**src/verilog/eif_pkg.sv**
```systemverilog
// Constants and carrier types for the external interrupt flag and type control.
// Assumes an APB slave with 32-bit data; all offsets are byte addresses.
package eif_pkg;
	// ==========================================================
	// Register offsets
	localparam logic [7:0] CTRL_OFF   = 8'h00; // Control: types and pending flags
	localparam logic [7:0] POL_OFF    = 8'h04; // Polarity select per channel
	localparam logic [7:0] STAT_OFF   = 8'h08; // Sticky event status, write one to clear
	localparam logic [7:0] MASK_OFF   = 8'h0C; // Interrupt mask, same layout as status
	localparam logic [7:0] VECT_OFF   = 8'h10; // Vector acknowledge strobe, write only
	// ==========================================================
	// Field positions in the control register
	localparam int TYPE_A_BIT = 0; // Channel 0 trigger type
	localparam int PEND_A_BIT = 1; // Channel 0 pending flag
	localparam int TYPE_B_BIT = 2; // Channel 1 trigger type
	localparam int PEND_B_BIT = 3; // Channel 1 pending flag
	// Polarity, status, mask and vector: bit 0 channel 0, bit 1 channel 1
	localparam int CH_A_BIT   = 0;
	localparam int CH_B_BIT   = 1;
	// ==========================================================
	// Reset values
	localparam logic [1:0] TYPE_RST = 2'h0;
	localparam logic [1:0] POL_RST  = 2'h0; // Zero selects active low
	localparam logic [1:0] MASK_RST = 2'h0;
	localparam logic [31:0] ERR_DATA = 32'h0000_0000;

	// One channel's configuration
	typedef struct packed {
		logic edge_mode; // 1 edge, 0 level
		logic act_high;  // 1 active high
	} eif_cfg_t;

	// Decoded APB write request
	typedef struct packed {
		logic       wr;
		logic [7:0] addr;
		logic [31:0] data;
	} eif_wreq_t;
endpackage

```
**src/verilog/eif_sync.sv**
```systemverilog
// Two-flop synchroniser for one asynchronous level.
// Assumes input comes from a pin outside the CLK domain.
`timescale 1ns/1ps
`default_nettype none
module eif_sync (
	input  wire logic clk,
	input  wire logic rst_b,
	input  wire logic async_in,
	output var  logic sync_out
);
	logic meta_r;
	logic meta_nxt;
	logic sync_nxt;

	// ==========================================================
	// Next values; first stage feeds only the second
	always_comb begin
		meta_nxt = async_in;
		sync_nxt = meta_r;
	end

	// Registers, reset to inactive-high idle
	always_ff @(posedge clk or negedge rst_b) begin
		if (!rst_b) begin
			meta_r   <= 1'b1;
			sync_out <= 1'b1;
		end else begin
			meta_r   <= meta_nxt;
			sync_out <= sync_nxt;
		end
	end
endmodule
`default_nettype wire

```
**src/verilog/eif_chan.sv**
```systemverilog
// One channel of external interrupt detection and pending flag.
// Assumes a synchronised pin level and single-cycle clear strobes.
`timescale 1ns/1ps
`default_nettype none
module eif_chan (
	input  wire logic            clk,
	input  wire logic            rst_b,
	input  wire logic            pin_sync,
	input  wire eif_pkg::eif_cfg_t cfg,
	input  wire logic            sw_clr,
	input  wire logic            vect_ack,
	output var  logic            pend,
	output var  logic            event_p
);
	logic act_r;
	logic act_nxt;
	logic pend_nxt;
	logic active;
	logic rise;

	// ==========================================================
	// Active level from polarity, rising edge of activity
	always_comb begin
		active   = cfg.act_high ? pin_sync : ~pin_sync;
		act_nxt  = active;
		rise     = active & ~act_r;
		pend_nxt = pend;
		event_p  = 1'b0;
		if (cfg.edge_mode) begin
			if (sw_clr || vect_ack) begin
				pend_nxt = 1'b0;
			end
			if (rise) begin
				pend_nxt = 1'b1; // Set beats clear
				event_p  = 1'b1;
			end
		end else begin
			// Level mode tracks the input, so a clear only lasts while inactive
			pend_nxt = active;
			event_p  = rise;
		end
	end

	// Registers
	always_ff @(posedge clk or negedge rst_b) begin
		if (!rst_b) begin
			act_r <= 1'b0;
			pend  <= 1'b0;
		end else begin
			act_r <= act_nxt;
			pend  <= pend_nxt;
		end
	end
endmodule
`default_nettype wire

```
**src/verilog/eif_top.sv**
```systemverilog
// Top of the external interrupt flag and trigger-type control, APB slave.
// Assumes two async interrupt pins and a vector acknowledge pulse per channel from the CPU side.
// Notes on behaviour
// - Channel 1 pending flag is set on the edge or level chosen by its type bit.
// - In edge mode software may clear channel 1 flag, and vectoring clears it too.
// - In level mode channel 1 flag is one while its input is at the active level.
// - Channel 1 active level comes from its polarity select bit.
// - Channel 0 pending flag is set on the edge or level chosen by its type bit.
// - In edge mode software may clear channel 0 flag, and vectoring clears it too.
// - In level mode channel 0 flag is one while its input is at the active level.
//
// Decided for this implementation: the address map and the APB slave port.
`timescale 1ns/1ps
`default_nettype none
module eif_top (
	input  wire logic        CLK,
	input  wire logic        RST_B,
	input  wire logic        EXT_IRQ_IN_A,
	input  wire logic        EXT_IRQ_IN_B,
	input  wire logic        VECT_A,
	input  wire logic        VECT_B,
	input  wire logic        PSEL,
	input  wire logic        PENABLE,
	input  wire logic        PWRITE,
	input  wire logic [7:0]  PADDR,
	input  wire logic [31:0] PWDATA,
	output var  logic [31:0] PRDATA,
	output var  logic        PREADY,
	output var  logic        PSLVERR,
	output var  logic        IRQ,
	output var  logic        PEND_A,
	output var  logic        PEND_B
);
	logic        rst_m_r;
	logic        rst_b_r;
	logic        pin_a_s;
	logic        pin_b_s;
	logic [1:0]  type_r;
	logic [1:0]  type_nxt;
	logic [1:0]  pol_r;
	logic [1:0]  pol_nxt;
	logic [1:0]  stat_r;
	logic [1:0]  stat_nxt;
	logic [1:0]  mask_r;
	logic [1:0]  mask_nxt;
	logic [31:0] rdata_nxt;
	logic        ready_nxt;
	logic        err_nxt;
	logic        irq_nxt;
	logic        pend_a;
	logic        pend_b;
	logic        ev_a;
	logic        ev_b;
	logic        clr_a;
	logic        clr_b;
	logic        vect_a_s;
	logic        vect_b_s;
	logic        acc;
	eif_pkg::eif_wreq_t  wreq;
	eif_pkg::eif_cfg_t   cfg_a;
	eif_pkg::eif_cfg_t   cfg_b;

	// Address decode for the error answer; every mapped slot is one aligned word
	function automatic logic map_hit(input logic [7:0] addr);
		map_hit = (addr == eif_pkg::CTRL_OFF) || (addr == eif_pkg::POL_OFF)
			|| (addr == eif_pkg::STAT_OFF) || (addr == eif_pkg::MASK_OFF)
			|| (addr == eif_pkg::VECT_OFF);
	endfunction

	// ==========================================================
	// Reset release through two flops
	always_ff @(posedge CLK or negedge RST_B) begin
		if (!RST_B) begin
			rst_m_r <= 1'b0;
			rst_b_r <= 1'b0;
		end else begin
			rst_m_r <= 1'b1;
			rst_b_r <= rst_m_r;
		end
	end

	// ==========================================================
	// Pin synchronisers
	eif_sync u_sync_a (
		.clk      (CLK),
		.rst_b    (rst_b_r),
		.async_in (EXT_IRQ_IN_A),
		.sync_out (pin_a_s)
	);
	eif_sync u_sync_b (
		.clk      (CLK),
		.rst_b    (rst_b_r),
		.async_in (EXT_IRQ_IN_B),
		.sync_out (pin_b_s)
	);

	// ==========================================================
	// Bus decode; ready rises one cycle into the access phase
	// A write commits only at the edge where the master samples that ready
	always_comb begin
		acc       = PSEL & PENABLE & ~PREADY;
		wreq.wr   = PSEL & PENABLE & PREADY & PWRITE;
		wreq.addr = PADDR;
		wreq.data = PWDATA;
	end

	// Write-zero-to-clear of pending flags via control reg, vector strobes
	always_comb begin
		clr_a    = 1'b0;
		clr_b    = 1'b0;
		vect_a_s = VECT_A;
		vect_b_s = VECT_B;
		if (wreq.wr && wreq.addr == eif_pkg::CTRL_OFF) begin
			// Writing zero to a pending bit clears it, as with the original flag
			clr_a = ~wreq.data[eif_pkg::PEND_A_BIT];
			clr_b = ~wreq.data[eif_pkg::PEND_B_BIT];
		end else if (wreq.wr && wreq.addr == eif_pkg::VECT_OFF) begin
			vect_a_s = VECT_A | wreq.data[eif_pkg::CH_A_BIT];
			vect_b_s = VECT_B | wreq.data[eif_pkg::CH_B_BIT];
		end
	end

	// Channel configs; polarity and type select
	always_comb begin
		cfg_a.edge_mode = type_r[eif_pkg::CH_A_BIT];
		cfg_a.act_high  = pol_r[eif_pkg::CH_A_BIT];
		cfg_b.edge_mode = type_r[eif_pkg::CH_B_BIT];
		cfg_b.act_high  = pol_r[eif_pkg::CH_B_BIT];
	end

	// ==========================================================
	// channel 0 and channel 1 flags
	eif_chan u_chan_a (
		.clk      (CLK),
		.rst_b    (rst_b_r),
		.pin_sync (pin_a_s),
		.cfg      (cfg_a),
		.sw_clr   (clr_a),
		.vect_ack (vect_a_s),
		.pend     (pend_a),
		.event_p  (ev_a)
	);
	eif_chan u_chan_b (
		.clk      (CLK),
		.rst_b    (rst_b_r),
		.pin_sync (pin_b_s),
		.cfg      (cfg_b),
		.sw_clr   (clr_b),
		.vect_ack (vect_b_s),
		.pend     (pend_b),
		.event_p  (ev_b)
	);

	// ==========================================================
	// Register next values and read mux
	always_comb begin
		type_nxt  = type_r;
		pol_nxt   = pol_r;
		mask_nxt  = mask_r;
		stat_nxt  = stat_r;
		rdata_nxt = PRDATA;
		ready_nxt = acc;
		err_nxt   = 1'b0;
		// Write one clears status
		if (wreq.wr && wreq.addr == eif_pkg::STAT_OFF) begin
			stat_nxt = stat_r & ~wreq.data[1:0];
		end
		// Events set after clear so set wins
		stat_nxt = stat_nxt | {ev_b, ev_a};
		if (wreq.wr) begin
			if (wreq.addr == eif_pkg::CTRL_OFF) begin
				type_nxt[eif_pkg::CH_A_BIT] = wreq.data[eif_pkg::TYPE_A_BIT];
				type_nxt[eif_pkg::CH_B_BIT] = wreq.data[eif_pkg::TYPE_B_BIT];
			end else if (wreq.addr == eif_pkg::POL_OFF) begin
				pol_nxt = wreq.data[1:0];
			end else if (wreq.addr == eif_pkg::MASK_OFF) begin
				mask_nxt = wreq.data[1:0];
			end
		end
		// Unmapped slots answer with an error in either direction
		if (acc && !map_hit(wreq.addr)) begin
			err_nxt = 1'b1;
		end
		// Read data settles with ready and holds until the next read
		if (acc && !PWRITE) begin
			rdata_nxt = eif_pkg::ERR_DATA;
			if (wreq.addr == eif_pkg::CTRL_OFF) begin
				rdata_nxt[eif_pkg::TYPE_A_BIT] = type_r[eif_pkg::CH_A_BIT];
				rdata_nxt[eif_pkg::PEND_A_BIT] = pend_a;
				rdata_nxt[eif_pkg::TYPE_B_BIT] = type_r[eif_pkg::CH_B_BIT];
				rdata_nxt[eif_pkg::PEND_B_BIT] = pend_b;
			end else if (wreq.addr == eif_pkg::POL_OFF) begin
				rdata_nxt[1:0] = pol_r;
			end else if (wreq.addr == eif_pkg::STAT_OFF) begin
				rdata_nxt[1:0] = stat_r;
			end else if (wreq.addr == eif_pkg::MASK_OFF) begin
				rdata_nxt[1:0] = mask_r;
			end else if (wreq.addr == eif_pkg::VECT_OFF) begin
				rdata_nxt = eif_pkg::ERR_DATA; // Write only, reads zero
			end else begin
				err_nxt = 1'b1;
			end
		end
		irq_nxt = |(stat_nxt & mask_nxt);
	end

	// Registers of the slave and outputs
	always_ff @(posedge CLK or negedge rst_b_r) begin
		if (!rst_b_r) begin
			type_r  <= eif_pkg::TYPE_RST;
			pol_r   <= eif_pkg::POL_RST;
			mask_r  <= eif_pkg::MASK_RST;
			stat_r  <= 2'h0;
			PRDATA  <= eif_pkg::ERR_DATA;
			PREADY  <= 1'b0;
			PSLVERR <= 1'b0;
			IRQ     <= 1'b0;
			PEND_A  <= 1'b0;
			PEND_B  <= 1'b0;
		end else begin
			type_r  <= type_nxt;
			pol_r   <= pol_nxt;
			mask_r  <= mask_nxt;
			stat_r  <= stat_nxt;
			PRDATA  <= rdata_nxt;
			PREADY  <= ready_nxt;
			PSLVERR <= err_nxt;
			IRQ     <= irq_nxt;
			PEND_A  <= pend_a;
			PEND_B  <= pend_b;
		end
	end
endmodule
`default_nettype wire

```
**config.mk**
```make
export PLATFORM = sky130hd
export DESIGN_NAME = eif_top
export DESIGN_NICKNAME = d
export VERILOG_FILES = /design/src/verilog/eif_pkg.sv /design/src/verilog/eif_sync.sv /design/src/verilog/eif_chan.sv /design/src/verilog/eif_top.sv
export SDC_FILE = /design/constraint.sdc
export NUM_CORES = 1
export LEC_CHECK = 0
export BUFFER_PORTS_ARGS = -buffer_cell sky130_fd_sc_hd__clkbuf_2
export CORE_ASPECT_RATIO = 0.6
export CORE_UTILIZATION = 35
export DETAILED_ROUTE_END_ITERATION = 8
export GPL_TIMING_DRIVEN = 0
export PLACE_DENSITY = 0.7
export SLEW_MARGIN = 10
export SYNTH_ARGS = -nofsm -noshare
export SYNTH_HDL_FRONTEND = slang
export SYNTH_SLANG_ARGS = --single-unit
```
**constraint.sdc**
```tcl
create_clock -name CLK -period 1.9 [get_ports CLK]
set_input_delay 0 -clock CLK [delete_from_list [all_inputs] [get_ports CLK]]
set_output_delay 0 -clock CLK [all_outputs]
set_load 0.03 [all_outputs]
```
==> results.cfg <==
[pwr]
peakVddDrop_mv = 0.542
p_per_area_nw_per_um2 = 649
leakage_uw = 0.000919

[floorplan]
die_area_um2 = 4080
core-area_um2 = 3440
start_util_pct = 38.9
die_h_um = 49.9
std_cell_rows = 16
io_pins = 86
die_w_um = 81.8

[route]
vias_per_cell = 4.15
drt-wirelength-per-cell_um = 10.7
routed_wl_mm = 2.47
vias = 959
drtIter0Drc = 40
ant_nets = 0
drtPass1Iterations = 4
drc_errors = 0

[setup_path]
crit_path_end_kind = register
timing.reg2reg.setup_slack_ns = 0.27
crit_type = register to register
start_kind = register
r2r_end = PRDATA[0]
worstReg2RegStart = PREADY
reg2reg_depth = 4
crit_start = PREADY
slowest_stage = dfrtp_1
cp_cell_sequence = or3_1 -> clkbuf_1 -> nor3_1 -> a221o_1
cpPeakStageDelay_ns = 0.42
required_ns = 2.11
cp.arrival_ns = 1.84
path_max_fanout = 7

[worst_hold_path]
worstHoldPathCells = 3
min-delay-start = PADDR[5]
hp-class = primary input to register
hold_path_end = PSLVERR

[sta]
fin_crit_sh_pct = 85.7
worstMarginPinSlew_ns = 0.976
rsz0062_at_grt = no
hold_viol = 0
fin_setup_tns_ns = 0
clock_skew_ns = 0.00245
maxSlewViolCount = 0
setup_viol_count_final = 0
relSlewSlack_pct = 34.9
holdWs_ns = 0.0324
fmax_mhz = 614
min_period_ns = 1.63

[logic_synthesis]
syn_inst = 120
avgSynthCellArea_um2 = 11.2
synth_seq_cells = 27
ys_seq_area_share_pct = 50.8
yosys_warnings = 0
synth_area_um2 = 1340
synthDistinctLibCells = 29

[grt]
antenna_found_initial = 0
grt_pass1_wl_mm = 3.91
grt_pass1_vias = 812
overflow = 0
grt_usage_pct = 13.3
grt_max_degree = 26

[cells_and_area]
drive_gt1_share_pct = 38.7
layout_commonest_cell = conb_1
mostFrequentLayoutCells = conb_1, buf_4, clkbuf_2, dfrtp_1
fin_nets = 236
diodes = 0
syn2layout_area_growth_pct = 31.2

[flow_run]
cap_viol_max_count = 0

[cts]
htreeDepth = 1
cts_sinks = 27
cts_resized = 0
cts_tree = yes
cts.clk_slew.worst_paths_ns = 0.08
root_buffer = clkbuf_8
clk_latency_ns = 0.27
clockBufferDepth = 2
cts_buffers = 3

[outcome]
status = finished, final reports clean

[placement]
port_buffers = 27
hpwl_mm = 1.86
gp_congestion = 0.828
worst max-delay path, delay by kind of cell, from the launching register on:
family                 cells  cell delay [ns]
flip-flops                 1             0.42
AND/OR/NAND/NOR            2             0.76
buffers and inverters      1             0.18
AO/OA/AOI/OAI              1             0.22
power breakdown:
group          switching, µW  leakage [µW]  internal (µW)
clock                    170     0.0000228            150
combinational            130      0.000564           80.8
sequential              16.9      0.000333            594
cells in the mapped netlist:
| library cell | count | area (µm²) |
|---|---|---|
| or3_1 | 1 | 6.26 |
| nand4_2 | 1 | 12.5 |
| mux2_4 | 1 | 15.0 |
| dfstp_2 | 4 | 105 |
| nor2b_1 | 1 | 6.26 |
| a21oi_1 | 2 | 10.0 |
| mux2_2 | 7 | 78.8 |
| xnor2_1 | 2 | 17.5 |
| and3b_1 | 2 | 17.5 |
| o31ai_1 | 2 | 15.0 |
| clkbuf_1 | 3 | 11.3 |
| nand3_1 | 1 | 5.00 |
| o21ai_0 | 1 | 5.00 |
| and4_1 | 1 | 8.76 |
| inv_1 | 3 | 11.3 |
| nand4_1 | 3 | 18.8 |
| nand4bb_1 | 1 | 11.3 |
| and2_1 | 1 | 6.26 |
| a311oi_1 | 1 | 8.76 |
| conb_1 | 2 | 7.51 |
| buf_4 | 28 | 210 |
| a221o_1 | 2 | 20.0 |
| nor2_1 | 8 | 30.0 |
| nor3_1 | 3 | 15.0 |
| nand2_1 | 8 | 30.0 |
| a22oi_1 | 2 | 15.0 |
| nor4_4 | 1 | 21.3 |
| dfrtp_1 | 23 | 576 |
| a22o_1 | 5 | 43.8 |
how the worst max path moves through the flow:
stage	end	slack (ns)
after floorplan	IRQ	0.26
after global placement	PRDATA[1]	0.28
after detailed placement	PRDATA[0]	0.27
after CTS	PRDATA[0]	0.25
after global routing	PRDATA[0]	0.17
final	PRDATA[0]	0.27
logic make-up (layout without fill, tap and decap cells):
family          after synthesis  after routing  share of synthesized area, %
other cells                   2             29                         0.561
simple gates                 32             32                          14.1
xor+xnor                      2              2                          1.31
compound gates               15             15                          8.78
flops                        27             27                          50.8
buf+inv                      34             73                          17.4
mux                           8              8                          7.01
routing by layer:
layer,track usage [%],part of all wire (%)
met5,0,0
met1,19.4,48
met3,4.44,7.4
met4,4.39,1.3
met2,18.3,43
repair_timing:
| action | in CTS | in global routing |
|---|---|---|
| buffers inserted | 0 | 0 |
| hold buffers | 8 | 0 |
| hold endpoints to repair | 9 | 0 |
layout make-up:
type                       instances  area (µm²)
fill                             315        1690
sequential                        27         681
multi-input combinational         86         527
buffer                            31         221
timing repair buffer              35         215
tap                               45        56.3
clock buffer                       4        45.0
inverter                           3        11.3
through the flow:
stage                     utilization, %  worst slack [ns]  instances  area, µm²  total power, µW
after floorplan                        -             0.262        147       1440              775
after global placement              47.4             0.276        219       1630              815
after detailed placement            47.4             0.273        219       1630              817
after CTS                           51.0             0.252        231       1760             1150
after global routing                51.0             0.171        231       1760             1190
final                               51.0             0.271        231       1760             1140
sequential cells by signal (all words and copies together) (netlist names), 2 cells and up:
signal  count
stat_r      2
pol_r       2
type_r      2
mask_r      2
PRDATA      4
Power figures use the tool's default switching activity.
